**src/hw/bcpm_pkg.sv**
```systemverilog
package bcpm_pkg;
    // dword offsets in configuration space
    localparam logic [7:0] off_intr_bctl = 8'h3c;
    localparam logic [7:0] off_pm_cap = 8'h80;
    // field positions within the 0x3c dword
    localparam int intr_line_lsb = 0;
    localparam int intr_pin_lsb = 8;
    localparam int poison_resp_bit = 16;
    localparam int err_forward_bit = 17;
    localparam int legacy_io_bit = 18;
    localparam int vga_en_bit = 19;
    localparam int vga_16bit_bit = 20;
    localparam int sec_reset_bit = 22;
    // field positions within the 0x80 dword
    localparam int cap_id_lsb = 0;
    localparam int next_cap_lsb = 8;
    // reset and fixed values
    localparam logic [7:0] intr_line_rst = 8'h00;
    localparam logic [7:0] intr_pin_rst = 8'h00;
    localparam logic [7:0] pm_cap_id = 8'h01;
    localparam logic [7:0] next_cap_up = 8'h9c;
    localparam logic [7:0] next_cap_down = 8'h8c;
    // legacy window limits
    localparam logic [31:0] vga_mem_lo = 32'h000a_0000;
    localparam logic [31:0] vga_mem_hi = 32'h000b_ffff;
    localparam logic [9:0] vga_io_a_lo = 10'h3b0;
    localparam logic [9:0] vga_io_a_hi = 10'h3bb;
    localparam logic [9:0] vga_io_b_lo = 10'h3c0;
    localparam logic [9:0] vga_io_b_hi = 10'h3df;
    localparam logic [9:0] legacy_io_top_lo = 10'h100;
endpackage

```
**src/hw/bcpm_regs.sv**
```systemverilog
// Operation
// - The interrupt pin byte is read only, resets to zero and may take a strap default on downstream ports.
// - Control bit 16 makes poisoned TLPs on the secondary side ignored when clear and reported when set.
// - Control bit 17 blocks error message forwarding upstream when clear and allows it when set, reset zero.
// - Control bit 18 sends I/O in range, below 64KB and in the top 768 bytes of each 1KB, upstream.
// - Control bit 19 forwards accesses to the legacy VGA memory window when set, ignores them when clear.
// - A VGA I/O access lies below 64KB with low ten bits in 3B0h-3BBh or 3C0h-3DFh.
// - Control bit 20 selects a 10-bit VGA I/O decode when clear and a 16-bit decode when set.
// - On port 2 the VGA enable and VGA 16-bit decode bits are reserved.
// - Setting control bit 22 triggers a hot reset on the port, clearing it does not, reset zero.
// - The reset drives this port's output on a downstream port and every downstream output on the upstream port.
// - Control bits 21 and 23 to 27 are hardwired zero and ignore writes.
// - The power management capability ID byte is read only and returns 01h.
// - The next capability pointer is read only, 9Ch on upstream ports and 8Ch on downstream ports.
`timescale 1ns/100ps
module bcpm_regs #(
    parameter int num_down = 3,
    parameter bit is_upstream = 1'h0,
    parameter bit is_port2 = 1'h0
) (
    input wire logic clk,
    input wire logic rst,
    input wire logic [7:0] strap_intr_pin,
    input wire logic cfg_wr,
    input wire logic cfg_rd,
    input wire logic [7:0] cfg_addr,
    input wire logic [31:0] cfg_wdata,
    input wire logic [3:0] cfg_be,
    output logic [31:0] cfg_rdata,
    output logic cfg_rd_valid,
    input wire logic io_req,
    input wire logic [31:0] io_addr,
    input wire logic io_in_window,
    output logic io_forward_up,
    output logic io_forward_down,
    input wire logic mem_req,
    input wire logic [31:0] mem_addr,
    output logic vga_forward,
    input wire logic poison_seen,
    output logic poison_report,
    input wire logic sec_err_msg,
    output logic err_msg_forward,
    output logic [num_down-1:0] port_reset
);
    logic [7:0] intr_line;
    logic [7:0] intr_pin;
    logic poison_resp;
    logic secondary_error_forward_en;
    logic legacy_io_block_mode;
    logic vga_en;
    logic vga_16bit;
    logic sec_reset;
    logic strap_done;
    logic [15:0] bctl;
    logic [31:0] next_rdata;
    logic sel_bctl;
    logic vga_io_hit;
    logic legacy_io_hit;

    assign sel_bctl = cfg_wr && (cfg_addr == bcpm_pkg::off_intr_bctl);

    always_comb begin
        bctl = 16'h0000;
        bctl[bcpm_pkg::poison_resp_bit-16] = poison_resp;
        bctl[bcpm_pkg::err_forward_bit-16] = secondary_error_forward_en;
        bctl[bcpm_pkg::legacy_io_bit-16] = legacy_io_block_mode;
        bctl[bcpm_pkg::vga_en_bit-16] = vga_en;
        bctl[bcpm_pkg::vga_16bit_bit-16] = vga_16bit;
        bctl[bcpm_pkg::sec_reset_bit-16] = sec_reset;
    end

    always_ff @(posedge clk or posedge rst) begin
        if (rst) begin
            intr_line <= bcpm_pkg::intr_line_rst;
        end else if (sel_bctl && cfg_be[0]) begin
            intr_line <= cfg_wdata[7:0];
        end
    end

    // strap taken once after reset release
    always_ff @(posedge clk or posedge rst) begin
        if (rst) begin
            intr_pin <= bcpm_pkg::intr_pin_rst;
            strap_done <= 1'h0;
        end else if (!strap_done) begin
            strap_done <= 1'h1;
            intr_pin <= is_upstream ? bcpm_pkg::intr_pin_rst : strap_intr_pin;
        end
    end

    always_ff @(posedge clk or posedge rst) begin
        if (rst) begin
            poison_resp <= 1'h0;
            secondary_error_forward_en <= 1'h0;
            legacy_io_block_mode <= 1'h0;
            sec_reset <= 1'h0;
        end else if (sel_bctl && cfg_be[2]) begin
            poison_resp <= cfg_wdata[bcpm_pkg::poison_resp_bit];
            secondary_error_forward_en <= cfg_wdata[bcpm_pkg::err_forward_bit];
            legacy_io_block_mode <= cfg_wdata[bcpm_pkg::legacy_io_bit];
            sec_reset <= cfg_wdata[bcpm_pkg::sec_reset_bit];
        end
    end

    // vga bits reserved on port 2
    always_ff @(posedge clk or posedge rst) begin
        if (rst) begin
            vga_en <= 1'h0;
            vga_16bit <= 1'h0;
        end else if (sel_bctl && cfg_be[2] && !is_port2) begin
            vga_en <= cfg_wdata[bcpm_pkg::vga_en_bit];
            vga_16bit <= cfg_wdata[bcpm_pkg::vga_16bit_bit];
        end
    end

    always_comb begin
        next_rdata = 32'h0000_0000;
        if (cfg_addr == bcpm_pkg::off_intr_bctl) begin
            next_rdata = {bctl, intr_pin, intr_line};
        end else if (cfg_addr == bcpm_pkg::off_pm_cap) begin
            next_rdata[15:8] = is_upstream ? bcpm_pkg::next_cap_up : bcpm_pkg::next_cap_down;
            next_rdata[7:0] = bcpm_pkg::pm_cap_id;
        end
    end

    always_ff @(posedge clk or posedge rst) begin
        if (rst) begin
            cfg_rdata <= 32'h0000_0000;
            cfg_rd_valid <= 1'h0;
        end else begin
            cfg_rd_valid <= cfg_rd;
            cfg_rdata <= cfg_rd ? next_rdata : 32'h0000_0000;
        end
    end

    always_comb begin
        vga_io_hit = ((io_addr[9:0] >= bcpm_pkg::vga_io_a_lo) &&
                      (io_addr[9:0] <= bcpm_pkg::vga_io_a_hi)) ||
                     ((io_addr[9:0] >= bcpm_pkg::vga_io_b_lo) &&
                      (io_addr[9:0] <= bcpm_pkg::vga_io_b_hi));
        vga_io_hit = vga_io_hit && (io_addr[31:16] == 16'h0000) &&
                     (!vga_16bit || (io_addr[15:10] == 6'h00));
        // top 768 bytes of each 1KB below 64KB
        legacy_io_hit = legacy_io_block_mode && (io_addr[31:16] == 16'h0000) &&
                        (io_addr[9:0] >= bcpm_pkg::legacy_io_top_lo);
    end

    always_ff @(posedge clk or posedge rst) begin
        if (rst) begin
            io_forward_up <= 1'h0;
            io_forward_down <= 1'h0;
            vga_forward <= 1'h0;
        end else begin
            io_forward_up <= io_req && io_in_window && legacy_io_hit;
            io_forward_down <= io_req && ((io_in_window && !legacy_io_hit) ||
                                          (vga_en && vga_io_hit));
            vga_forward <= vga_en && ((mem_req && (mem_addr >= bcpm_pkg::vga_mem_lo) &&
                                       (mem_addr <= bcpm_pkg::vga_mem_hi)) ||
                                      (io_req && vga_io_hit));
        end
    end

    always_ff @(posedge clk or posedge rst) begin
        if (rst) begin
            poison_report <= 1'h0;
            err_msg_forward <= 1'h0;
        end else begin
            poison_report <= poison_seen && poison_resp;
            err_msg_forward <= sec_err_msg && secondary_error_forward_en;
        end
    end

    for (genvar i = 0; i < num_down; i++) begin : g_rst
        always_ff @(posedge clk or posedge rst) begin
            if (rst) begin
                port_reset[i] <= 1'h0;
            end else begin
                port_reset[i] <= sec_reset && (is_upstream || i == 0);
            end
        end
    end

    property p_err_gate;
        @(posedge clk) disable iff (rst)
        err_msg_forward |-> $past(sec_err_msg) && $past(secondary_error_forward_en);
    endproperty
    a_err_gate: assert property (p_err_gate) else $error("error forwarded while gated");

    property p_poison;
        @(posedge clk) disable iff (rst)
        (poison_seen && poison_resp) |=> poison_report;
    endproperty
    a_poison: assert property (p_poison) else $error("poisoned tlp not reported");

    property p_hard_zero;
        @(posedge clk) disable iff (rst)
        cfg_rd_valid && $past(cfg_addr) == bcpm_pkg::off_intr_bctl |-> cfg_rdata[31:23] == 9'h000
            && !cfg_rdata[21];
    endproperty
    a_hard_zero: assert property (p_hard_zero) else $error("hardwired bits not zero");

    property p_cap_id;
        @(posedge clk) disable iff (rst)
        cfg_rd && cfg_addr == bcpm_pkg::off_pm_cap |=> cfg_rdata[7:0] == 8'h01;
    endproperty
    a_cap_id: assert property (p_cap_id) else $error("capability id wrong");

    property p_next_cap;
        @(posedge clk) disable iff (rst)
        cfg_rd && cfg_addr == bcpm_pkg::off_pm_cap |=>
            cfg_rdata[15:8] == (is_upstream ? 8'h9c : 8'h8c);
    endproperty
    a_next_cap: assert property (p_next_cap) else $error("next pointer wrong");

    property p_reset_out;
        @(posedge clk) disable iff (rst)
        sec_reset |=> port_reset[0];
    endproperty
    a_reset_out: assert property (p_reset_out) else $error("port reset not driven");

    property p_reset_clear;
        @(posedge clk) disable iff (rst)
        !sec_reset |=> port_reset == '0;
    endproperty
    a_reset_clear: assert property (p_reset_clear) else $error("port reset without bit");

    property p_port2;
        @(posedge clk) disable iff (rst)
        is_port2 |-> !vga_en && !vga_16bit;
    endproperty
    a_port2: assert property (p_port2) else $error("vga bits set on port 2");

    property p_vga_off;
        @(posedge clk) disable iff (rst)
        !vga_en |=> !vga_forward;
    endproperty
    a_vga_off: assert property (p_vga_off) else $error("vga forwarded while disabled");

    property p_legacy_up;
        @(posedge clk) disable iff (rst)
        !legacy_io_block_mode |=> !io_forward_up;
    endproperty
    a_legacy_up: assert property (p_legacy_up) else $error("io sent up without mode");

    property p_poison_off;
        @(posedge clk) disable iff (rst)
        !poison_resp |=> !poison_report;
    endproperty
    a_poison_off: assert property (p_poison_off)
        else $error("poison reported while ignored");

    property p_err_fwd;
        @(posedge clk) disable iff (rst)
        sec_err_msg && secondary_error_forward_en |=> err_msg_forward;
    endproperty
    a_err_fwd: assert property (p_err_fwd)
        else $error("error message not forwarded");

    property p_up_window;
        @(posedge clk) disable iff (rst)
        io_forward_up |-> $past(io_req) && $past(io_in_window);
    endproperty
    a_up_window: assert property (p_up_window)
        else $error("io sent up outside the window");

    property p_legacy_down;
        @(posedge clk) disable iff (rst)
        io_req && io_in_window && !legacy_io_block_mode |=> io_forward_down;
    endproperty
    a_legacy_down: assert property (p_legacy_down)
        else $error("io in window not sent down");

    property p_vga_mem;
        @(posedge clk) disable iff (rst)
        vga_en && mem_req && mem_addr >= bcpm_pkg::vga_mem_lo &&
            mem_addr <= bcpm_pkg::vga_mem_hi |=> vga_forward;
    endproperty
    a_vga_mem: assert property (p_vga_mem)
        else $error("vga memory access not forwarded");

    property p_vga_io;
        @(posedge clk) disable iff (rst)
        vga_en && io_req && io_addr[31:10] == 22'h0 &&
            io_addr[9:0] >= bcpm_pkg::vga_io_b_lo && io_addr[9:0] <= bcpm_pkg::vga_io_b_hi
            |=> vga_forward && io_forward_down;
    endproperty
    a_vga_io: assert property (p_vga_io)
        else $error("vga io access not forwarded");

    property p_vga_16;
        @(posedge clk) disable iff (rst)
        vga_16bit && io_req && !io_in_window && io_addr[15:10] != 6'h00 |=> !io_forward_down;
    endproperty
    a_vga_16: assert property (p_vga_16)
        else $error("vga io decoded on ten bits in wide mode");

    property p_pin_ro;
        @(posedge clk) disable iff (rst)
        strap_done && cfg_wr |=> $stable(intr_pin);
    endproperty
    a_pin_ro: assert property (p_pin_ro)
        else $error("interrupt pin changed by a write");

    property p_reset_all;
        @(posedge clk) disable iff (rst)
        is_upstream && sec_reset |=> &port_reset;
    endproperty
    a_reset_all: assert property (p_reset_all)
        else $error("upstream reset not sent to every port");

    property p_reset_own;
        @(posedge clk) disable iff (rst)
        !is_upstream |-> (port_reset >> 1) == '0;
    endproperty
    a_reset_own: assert property (p_reset_own)
        else $error("downstream port drove another port reset");
endmodule

```
**config.mk**
```make
export PLATFORM = sky130hd
export DESIGN_NAME = bcpm_regs
export DESIGN_NICKNAME = d
export VERILOG_FILES = /design/src/hw/bcpm_pkg.sv /design/src/hw/bcpm_regs.sv
export SDC_FILE = /design/constraint.sdc
export NUM_CORES = 1
export LEC_CHECK = 0
export BUFFER_PORTS_ARGS = -buffer_cell sky130_fd_sc_hd__buf_2
export CORE_MARGIN = 4
export CORE_UTILIZATION = 42
export CTS_CLUSTER_DIAMETER = 50
export DETAILED_ROUTE_END_ITERATION = 16
export GPL_ROUTABILITY_DRIVEN = 0
export PLACE_DENSITY = 0.85
export SYNTH_ARGS = -nofsm -noshare
export SYNTH_HDL_FRONTEND = slang
export SYNTH_SLANG_ARGS = --single-unit
```
**constraint.sdc**
```tcl
create_clock -name clk -period 3.6 [get_ports clk]
set_input_delay 0.72 -clock clk [delete_from_list [all_inputs] [get_ports clk]]
set_output_delay 0.72 -clock clk [all_outputs]
set_load 0.1 [all_outputs]
```
## Word level (Yosys, flattened, before mapping)

Cells that the tools add are included.

- Magnitude comparators: 7
- Equality and inequality tests: 2
- Muxes and demuxes: 4
- Reductions and logical operators: 28

Operators by type and width:

| operator | number |
|---|---|
| greater-or-equal comparator 32 x 20 -> 1 bit, second input constant | 1 |
| <= comparator 32 x 20 -> 1 bit, second input constant | 1 |
| 2-to-1 mux 16 bit | 2 |
| 2-to-1 mux 32 bit | 1 |
| greater-or-equal comparator 10 bit, second input constant | 2 |
| <= comparator 10 bit, second input constant | 2 |
| logical AND 1 bit | 20 |
| logical NOT 16 bit | 1 |
| greater-or-equal comparator 10 x 9 -> 1 bit, second input constant | 1 |
| == test 8 x 6 -> 1 bit, second input constant | 1 |
| == test 8 bit, second input constant | 1 |
| 2-to-1 mux 7 bit | 1 |
| logical NOT 6 bit | 1 |
| logical OR 1 bit | 4 |
| logical NOT 1 bit | 2 |

- Register bits after elaboration: 62
- Input bits: 125
- Output and inout port bits: 41
- Word-level logic and storage cells: 58

## Logic depth before layout (Yosys ltp)

Gate-level depths: netlist of the first run.

- Depth after elaboration: 8
- Depth in mapped cells: 5
- Depth with buffers taken out: 4

## Worst setup path after synthesis of the first run

OpenSTA, ideal clock, no wires.

- Path type: input-to-reg
- From: in cfg_addr[2]
- To: reg intr_line[0]
- Arrival: 1.644 ns
- Slack: 1.832 ns
- Stages: 5
- Cells stage by stage: nand4_1 nor4_2 and3_1 buf_6 mux2_2

- Word-level cells in the longest chain between the ends: 3

Ends and longest elaborated chain:

| element | line | text |
|---|---|---|
| from (decl) | bcpm_regs.sv:26 | `input wire logic [7:0] cfg_addr,` |
| == test 8 x 6 -> 1 bit | bcpm_regs.sv:60 | `assign sel_bctl = cfg_wr && (cfg_addr == bcpm_pkg::off_intr_bctl);` |
| logical AND 1 bit | bcpm_regs.sv:60 |  |
| logical AND 1 bit | bcpm_regs.sv:75 | `end else if (sel_bctl && cfg_be[0]) begin` |
| to (signal assigned) | bcpm_regs.sv:74 | `intr_line <= bcpm_pkg::intr_line_rst;` |
| to (signal assigned) | bcpm_regs.sv:76 | `intr_line <= cfg_wdata[7:0];` |
| to (decl) | bcpm_regs.sv:45 | `logic [7:0] intr_line;` |

Every way passes these cells.
A chain may end at the register's enable or synchronous reset.

## Final worst setup path of the first run

- From: in cfg_addr[6]
- To: reg cfg_rdata[10]

- Word-level cells in the longest chain between the ends: 4
- Elaborated cells on any way between the ends: 5

Ends and longest elaborated chain:

| element | line | text |
|---|---|---|
| == test 8 bit | bcpm_regs.sv:120 | `end else if (cfg_addr == bcpm_pkg::off_pm_cap) begin` |
| 2-to-1 mux 16 bit | bcpm_regs.sv:120 |  |
| 2-to-1 mux 16 bit (*) | bcpm_regs.sv:118 | `if (cfg_addr == bcpm_pkg::off_intr_bctl) begin` |
| 2-to-1 mux 32 bit (*) | bcpm_regs.sv:132 | `cfg_rdata <= cfg_rd ? next_rdata : 32'h0000_0000;` |
| to (signal assigned) | bcpm_regs.sv:132 |  |
| to (decl) | bcpm_regs.sv:29 | `output logic [31:0] cfg_rdata,` |

Every way passes the cells marked *; elsewhere a longest branch is shown, timed or not.

==> results of run 1 <==
## layout make-up
cell class | count | area (um^2) | share of cell area, %
Clock buffer | 7 | 86.3 | 3.12
Clock inverter | 1 | 7.51 | 0.271
Inverter | 5 | 18.8 | 0.678
Multi-Input combinational cell | 95 | 691 | 25.0
Sequential cell | 52 | 1300 | 47.0
Tap cell | 67 | 83.8 | 3.03
Timing Repair Buffer | 115 | 578 | 20.9
## placed cells by master (no fill, tap or decap), types with 2 or more instances in the layout
cell type                  instances
sky130_fd_sc_hd__a21oi_1           4
sky130_fd_sc_hd__nor2b_1           2
sky130_fd_sc_hd__nor2_1            3
sky130_fd_sc_hd__and3_1           20
sky130_fd_sc_hd__clkbuf_8          6
sky130_fd_sc_hd__conb_1           13
sky130_fd_sc_hd__nand4_1           3
sky130_fd_sc_hd__nor4b_1           2
sky130_fd_sc_hd__mux2_2           22
sky130_fd_sc_hd__inv_1             4
sky130_fd_sc_hd__buf_2           114
sky130_fd_sc_hd__and2_1            3
sky130_fd_sc_hd__o21ai_0           2
sky130_fd_sc_hd__nor4_1            6
sky130_fd_sc_hd__nand2_1           4
sky130_fd_sc_hd__dfrtp_1          52
## worst max-delay path, stage by stage
cell and delay [ns]:
sky130_fd_sc_hd__buf_2 0.13, sky130_fd_sc_hd__nor4b_4 0.82, sky130_fd_sc_hd__o21ai_0 0.38, sky130_fd_sc_hd__a21oi_1 0.23
## registers in the layout, summed over array words and instances, names as in the netlist
signal,count
intr_pin,8
vga_16bit,1
vga_en,1
intr_line,8
io_forward_down,1
strap_done,1
poison_report,1
cfg_rdata,22
poison_resp,1
cfg_rd_valid,1
io_forward_up,1
vga_forward,1
secondary_error_forward_en,1
port_reset,1
err_msg_forward,1
legacy_io_block_mode,1
sec_reset,1
## worst max-delay path by stage
stage	start	to	slack [ns]	depth (start not counted)
after floorplan	rst	cfg_rd_valid	1.62	1
after global placement	cfg_addr[6]	cfg_rdata[15]	1.27	4
after detailed placement	cfg_addr[6]	cfg_rdata[10]	1.23	4
after CTS	cfg_addr[6]	cfg_rdata[10]	1.54	4
after global routing	cfg_addr[6]	cfg_rdata[10]	1.42	4
final	cfg_addr[6]	cfg_rdata[10]	1.53	4
## layer usage
| metal | GRT usage (%) | part of all wire [%] |
|---|---|---|
| met2 | 27.7 | 50 |
| met1 | 17.8 | 39 |
| met4 | 2.62 | 0.69 |
| met5 | 0 | 0 |
| met3 | 5.16 | 10 |
## cells by family after synthesis
logic type / count (synthesis)
other: 2
AND/OR/NAND/NOR: 49
multiplexers: 22
AO/OA/AOI/OAI: 11
flip-flops: 52
buffers and inverters: 22
## power groups by stage
stage          combinational (mW)  sequential, mW  clock [mW]
5_1_grt                     0.170           0.609       0.374
2_1_floorplan              0.0977           0.630           0
4_1_cts                     0.159           0.607       0.347
3_3_place_gp                0.156           0.618           0
6_report                    0.158           0.607       0.334
3_5_place_dp                0.159           0.619           0
==> run summary, run 1 <==
- **result of the run** finished, final reports clean
- **share of flip-flops with an asynchronous set or reset after synthesis** 100%
- **startpoint of the lowest-slack hold path** sec_reset
- **combinational fraction of design power** 14.4%
- **total power per unit cell area** 397 nW/um^2
- **per-cell routed wire length** 13.6 um
- **critical path fanouts, max** 19
- **core area** 4790 um^2
- **dominant combinational cell family by area after synthesis** simple AND/OR/NAND/NOR gates
- **n_diodes** 0
- **largest net degree at the start of global routing** 53
- **final slew viol count** 0
- **number of enable flip-flop cells after synthesis** 0
- **CTS H-tree lvls** 2
- **hold path cells** 0
- **number of gates resized after CTS** 0
- **simple-gate portion of the synthesized area** 15.4%
- **FF-to-FF End** vga_forward
- **width of the die** 78.5 um
- **fraction of final layout cells sized beyond drive strength 1** 54.5%
- **internal cell power** 806 uW
- **DIE AREA** 6170 um^2
- **maximum clock frequency** 484 MHz
- **Area contributors post-synth** sky130_fd_sc_hd__dfrtp_1 62%, sky130_fd_sc_hd__mux2_2 12%, sky130_fd_sc_hd__and3_1 6.0%, sky130_fd_sc_hd__buf_4 4.7%, sky130_fd_sc_hd__nor4_1 1.8%
- **detailed router's first-iteration violation count** 52
- **Crit Path Class** input port to flip-flop
- **Placed Cells** 334
- **worst-margin pin slew** 1.05 ns
- **TritonCTS buffer count** 5
- **cell area after placement** 2670 um^2
- **Hold-fix buffers, CTS** 0
- **per-cell via count in the routed design** 4.67
- **worst flop-to-flop path startpoint** vga_en
- **final worst-path setup slack** 1.53 ns
- **Critical Path End Type** flip-flop
- **warnings from Yosys** 0
- **half-perimeter wire length after detailed placement** 3680 um
- **overall power of the completed layout** 1.10 mW
- **CTS tree** yes
- **part of the power in the clock network** 30.4%
- **Synth Area in XOR/XNOR** 0%
- **final-stage net count** 399
- **die height** 78.5 um
- **number of global-route vias before repair** 1622
- **global route total overflow** 0
- **initial core utilization** 43.7%
- **total clock sinks** 52
- **aggregate negative setup slack** 0 ns
- **total vias in the final route** 1598
- **buffer cell driving the clock tree root** sky130_fd_sc_hd__clkbuf_8
- **Final Hold Viols** 0
- **most common library cells after synthesis** 52 x sky130_fd_sc_hd__dfrtp_1, 22 x sky130_fd_sc_hd__mux2_2, 20 x sky130_fd_sc_hd__and3_1, 13 x sky130_fd_sc_hd__buf_4, 6 x sky130_fd_sc_hd__nor4_1
- **row count** 25
- **arithmetic-cell share of the synthesized area counting full adders, half adders and majority gates** 0%
- **number of I/O pins** 166
- **portion of total power attributed to sequential cells** 55.2%
- **total setup buffers inserted after CTS** 0
- **endpoint with the worst hold slack** port_reset[0]
- **clock-pin transition on the worst setup and hold timing paths** 0.09 ns
- **share of the synthesized area in compound gates (AO/OA/AOI/OAI)** 3.41%
- **layout filler cell count** 419
- **Final Cell Area** 2770 um^2
- **Remaining DRCs** 0
- **sequential area share after synthesis** 62.3%
- **worst hold margin** 0.401 ns
- **Skew-Pair Late Insertion Delay** 0.29 ns
- **switching portion of total power** 26.6%
- **cells on worst reg2reg path** 3
- **worst ir drop on vdd** 0.000222 V
- **class of the tightest hold or removal check** flip-flop to flip-flop
- **length of the first detailed-routing pass in iterations** 4
- **max-slew headroom at the worst pin** 30.0%
- **most repeated cell in the gate-level netlist after synthesis** sky130_fd_sc_hd__dfrtp_1
- **setup skew after layout** 0.00411 ns
- **final wirelength** 4640 um
- **leakage power** 1.60 nW
- **initial antenna violation count** 0
- **remaining antenna violation count** 0
- **area of the mapped netlist** 2090 um^2
- **number of endpoints failing setup at the final stage** 0
- **final worst path period need** 2.07 ns
- **R2R setup slack** 2.53 ns
- **startpoint type of the worst setup path** input port
- **unrepaired setup endpoints after global routing** no
- **number of instances in the synthesized netlist** 158
- **buffers from clock root to sink, at most** 2
- **cell taking the most area after synthesis** sky130_fd_sc_hd__dfrtp_1
- **Post-Place Worst Slack** 1.23 ns
- **number of standard cells in the final layout excluding fillers** 342
- **area added between synthesis and finish** 32.4%
- **CP arrival** 2.28 ns
- **share of cell area taken by muxes after synthesis** 11.9%
- **Cell variety after synth** 28
- **synthesis-stage register bit count** 52
- **aggregate global-route resource usage** 15.3%
- **flip-flop cell with the highest count after synthesis** sky130_fd_sc_hd__dfrtp_1
- **net load switching power** 293 uW
- **global-route wire length before repair** 7400 um
- **Port Buffers** 114
- **share of the cycle needed by the critical path after routing** 57.4%
- **required time at the endpoint of the critical path** 3.81 ns
- **utilization after layout** 57.8%
- **number of violations of the max-capacitance limit** 0
- **average cell area after synthesis** 13.2 um^2
- **area share of the largest cell type after synthesis** 62.3%
Power figures use the tool's default switching activity.
==> run 2: changes to the inputs <==
--- a/config.mk
+++ b/config.mk
@@ -7,11 +7,11 @@
 export LEC_CHECK = 0
 export BUFFER_PORTS_ARGS = -buffer_cell sky130_fd_sc_hd__buf_2
 export CORE_MARGIN = 4
-export CORE_UTILIZATION = 42
+export CORE_UTILIZATION = 35
 export CTS_CLUSTER_DIAMETER = 50
 export DETAILED_ROUTE_END_ITERATION = 16
 export GPL_ROUTABILITY_DRIVEN = 0
-export PLACE_DENSITY = 0.85
+export PLACE_DENSITY = 0.76
 export SYNTH_ARGS = -nofsm -noshare
 export SYNTH_HDL_FRONTEND = slang
 export SYNTH_SLANG_ARGS = --single-unit
==> constraint.sdc (replaced) <==
create_clock -name clk -period 1.7 [get_ports clk]
set_input_delay 0.34 -clock clk [delete_from_list [all_inputs] [get_ports clk]]
set_output_delay 0.34 -clock clk [all_outputs]
set_load 0.1 [all_outputs]
==> run summary, run 2 (synthesized netlist as in run 1, its figures left out) <==
- **result of the run** finished, final reports clean
- **remaining antenna violation count** 0
- **wire length on met2** 2560 um
- **Buf/Inv on CP** 1
- **leading cell type in the layout, fill and taps excluded** sky130_fd_sc_hd__buf_2
- **width of the die** 85.3 um
- **final wirelength** 4930 um
- **total power per unit cell area** 899 nW/um^2
- **per-cell routed wire length** 14.1 um
- **final slew viol count** 0
- **detailed router's first-iteration violation count** 12
- **startpoint of the most critical setup path** io_forward_down
- **top library cells by usage in the layout, fill and taps aside** 114 x sky130_fd_sc_hd__buf_2, 52 x sky130_fd_sc_hd__dfrtp_1, 22 x sky130_fd_sc_hd__mux2_2
- **startpoint type of the worst setup path** flip-flop
- **half-perimeter wire length after detailed placement** 3970 um
- **TritonCTS buffer count** 5
- **Final Cell Area** 2880 um^2
- **delay of the slowest cell on the worst path** 0.43 ns
- **global-route wire length before repair** 7700 um
- **Crit Path Class** flip-flop to output pin
- **register ranked first by flip-flop count** cfg_rdata
- **initial core utilization** 37.0%
- **class of the tightest hold or removal check** input port to async pin
- **Hold-fix buffers, CTS** 0
- **per-cell via count in the routed design** 4.65
- **number of global-route vias before repair** 1697
- **Critical Path End Type** output pin
- **maximum clock frequency** 710 MHz
- **n_diodes** 0
- **Final Hold Viols** 0
- **number of I/O pins** 166
- **worst ir drop on vdd** 0.000343 V
- **Remaining DRCs** 0
- **critical path fanouts, max** 1
- **number of gates resized after CTS** 0
- **number of endpoints failing setup at the final stage** 0
- **total vias in the final route** 1628
- **final-stage net count** 403
- **largest net degree at the start of global routing** 35
- **row count** 27
- **fraction of final layout cells sized beyond drive strength 1** 55.4%
- **number of standard cells in the final layout excluding fillers** 350
- **leakage power** 1.65 nW
- **area added between synthesis and finish** 37.6%
- **final worst path period need** 1.41 ns
- **uppermost metal layer occupied by signal nets** met4
- **max-slew headroom at the worst pin** 66.1%
- **detailed-routing wirelength on met1** 1760 um
- **worst flop-to-flop path startpoint** vga_en
- **share of the cycle needed by the critical path after routing** 82.9%
- **Post-Place Worst Slack** 0.0534 ns
- **worst-margin pin slew** 0.512 ns
- **aggregate global-route resource usage** 13.6%
- **number of violations of the max-capacitance limit** 0
- **CP arrival** 1.07 ns
- **cell type group with the largest total delay on the critical path** buffers and inverters
- **initial antenna violation count** 0
- **total setup buffers inserted after CTS** 0
- **required time at the endpoint of the critical path** 1.36 ns
- **DIE AREA** 7270 um^2
- **slowest library cell on the worst path** sky130_fd_sc_hd__buf_2
- **global route total overflow** 0
- **cell area after placement** 2750 um^2
- **buffers from clock root to sink, at most** 2
- **unrepaired setup endpoints after global routing** no
- **number of flip-flops in the largest register** 22
- **setup skew after layout** 0.00705 ns
- **core area** 5640 um^2
- **Skew-Pair Late Insertion Delay** 0.30 ns
- **buffer cell driving the clock tree root** sky130_fd_sc_hd__clkbuf_8
- **Regs by FF count** cfg_rdata: 22 flops, intr_line: 8 flops, intr_pin: 8 flops
- **length of the first detailed-routing pass in iterations** 4
- **critical path cell sequence** buf_2
- **CTS tree** yes
- **clock-pin transition on the worst setup and hold timing paths** 0.09 ns
- **aggregate negative setup slack** 0 ns
- **final worst-path setup slack** 0.291 ns
- **CTS H-tree lvls** 2
- **die height** 85.3 um
- **total clock sinks** 52
- **Port Buffers** 114
- **Placed Cells** 343
- **amount of wire on met3 after detailed routing** 568 um
-- run 2: final cells by class --
type | instances | area (um^2)
clock buffer | 5 | 68.8
inverter | 5 | 18.8
timing repair buffer | 119 | 646
fill | 494 | 2770
multi-input combinational | 95 | 691
clock inverter | 2 | 60.1
tap | 72 | 90.1
sequential | 52 | 1300
-- run 2: worst paths after layout --
kind | to | slack, ns | cells after the start
max | io_forward_down | 0.29 | 1
min | intr_pin[0] | 0.03 | 2
max reg2reg | vga_forward | 0.60 | 3
min reg2reg | port_reset[0] | 0.41 | 0
max in group asynchronous | intr_line[3] | 1.16 | 3
min in group clk | cfg_rd_valid | 0.17 | 1
-- run 2: per-stage QoR --
stage | power (mW) | hold slack [ns] | util (%)
after floorplan | 1.54 | 0.363 | -
after detailed placement | 1.66 | 0.364 | 48.7
final | 2.59 | 0.0275 | 51.0
after global placement | 1.65 | 0.357 | 48.7
after CTS | 2.62 | 0.0332 | 51.0
after global routing | 2.69 | 0.0608 | 51.0
-- run 2: where the power goes --
| group | leakage [nW] | internal, mW | switching [mW] |
|---|---|---|---|
| combinational | 0.882 | 0.112 | 0.229 |
| sequential | 0.701 | 1.27 | 0.0177 |
| clock | 0.0642 | 0.579 | 0.379 |
-- run 2: routing by layer --
layer  GRT usage, %  vias up
met4           3.45        0
met5              0        -
met3           4.76        5
met1           14.2      759
li1               -      766
met2           25.7       98
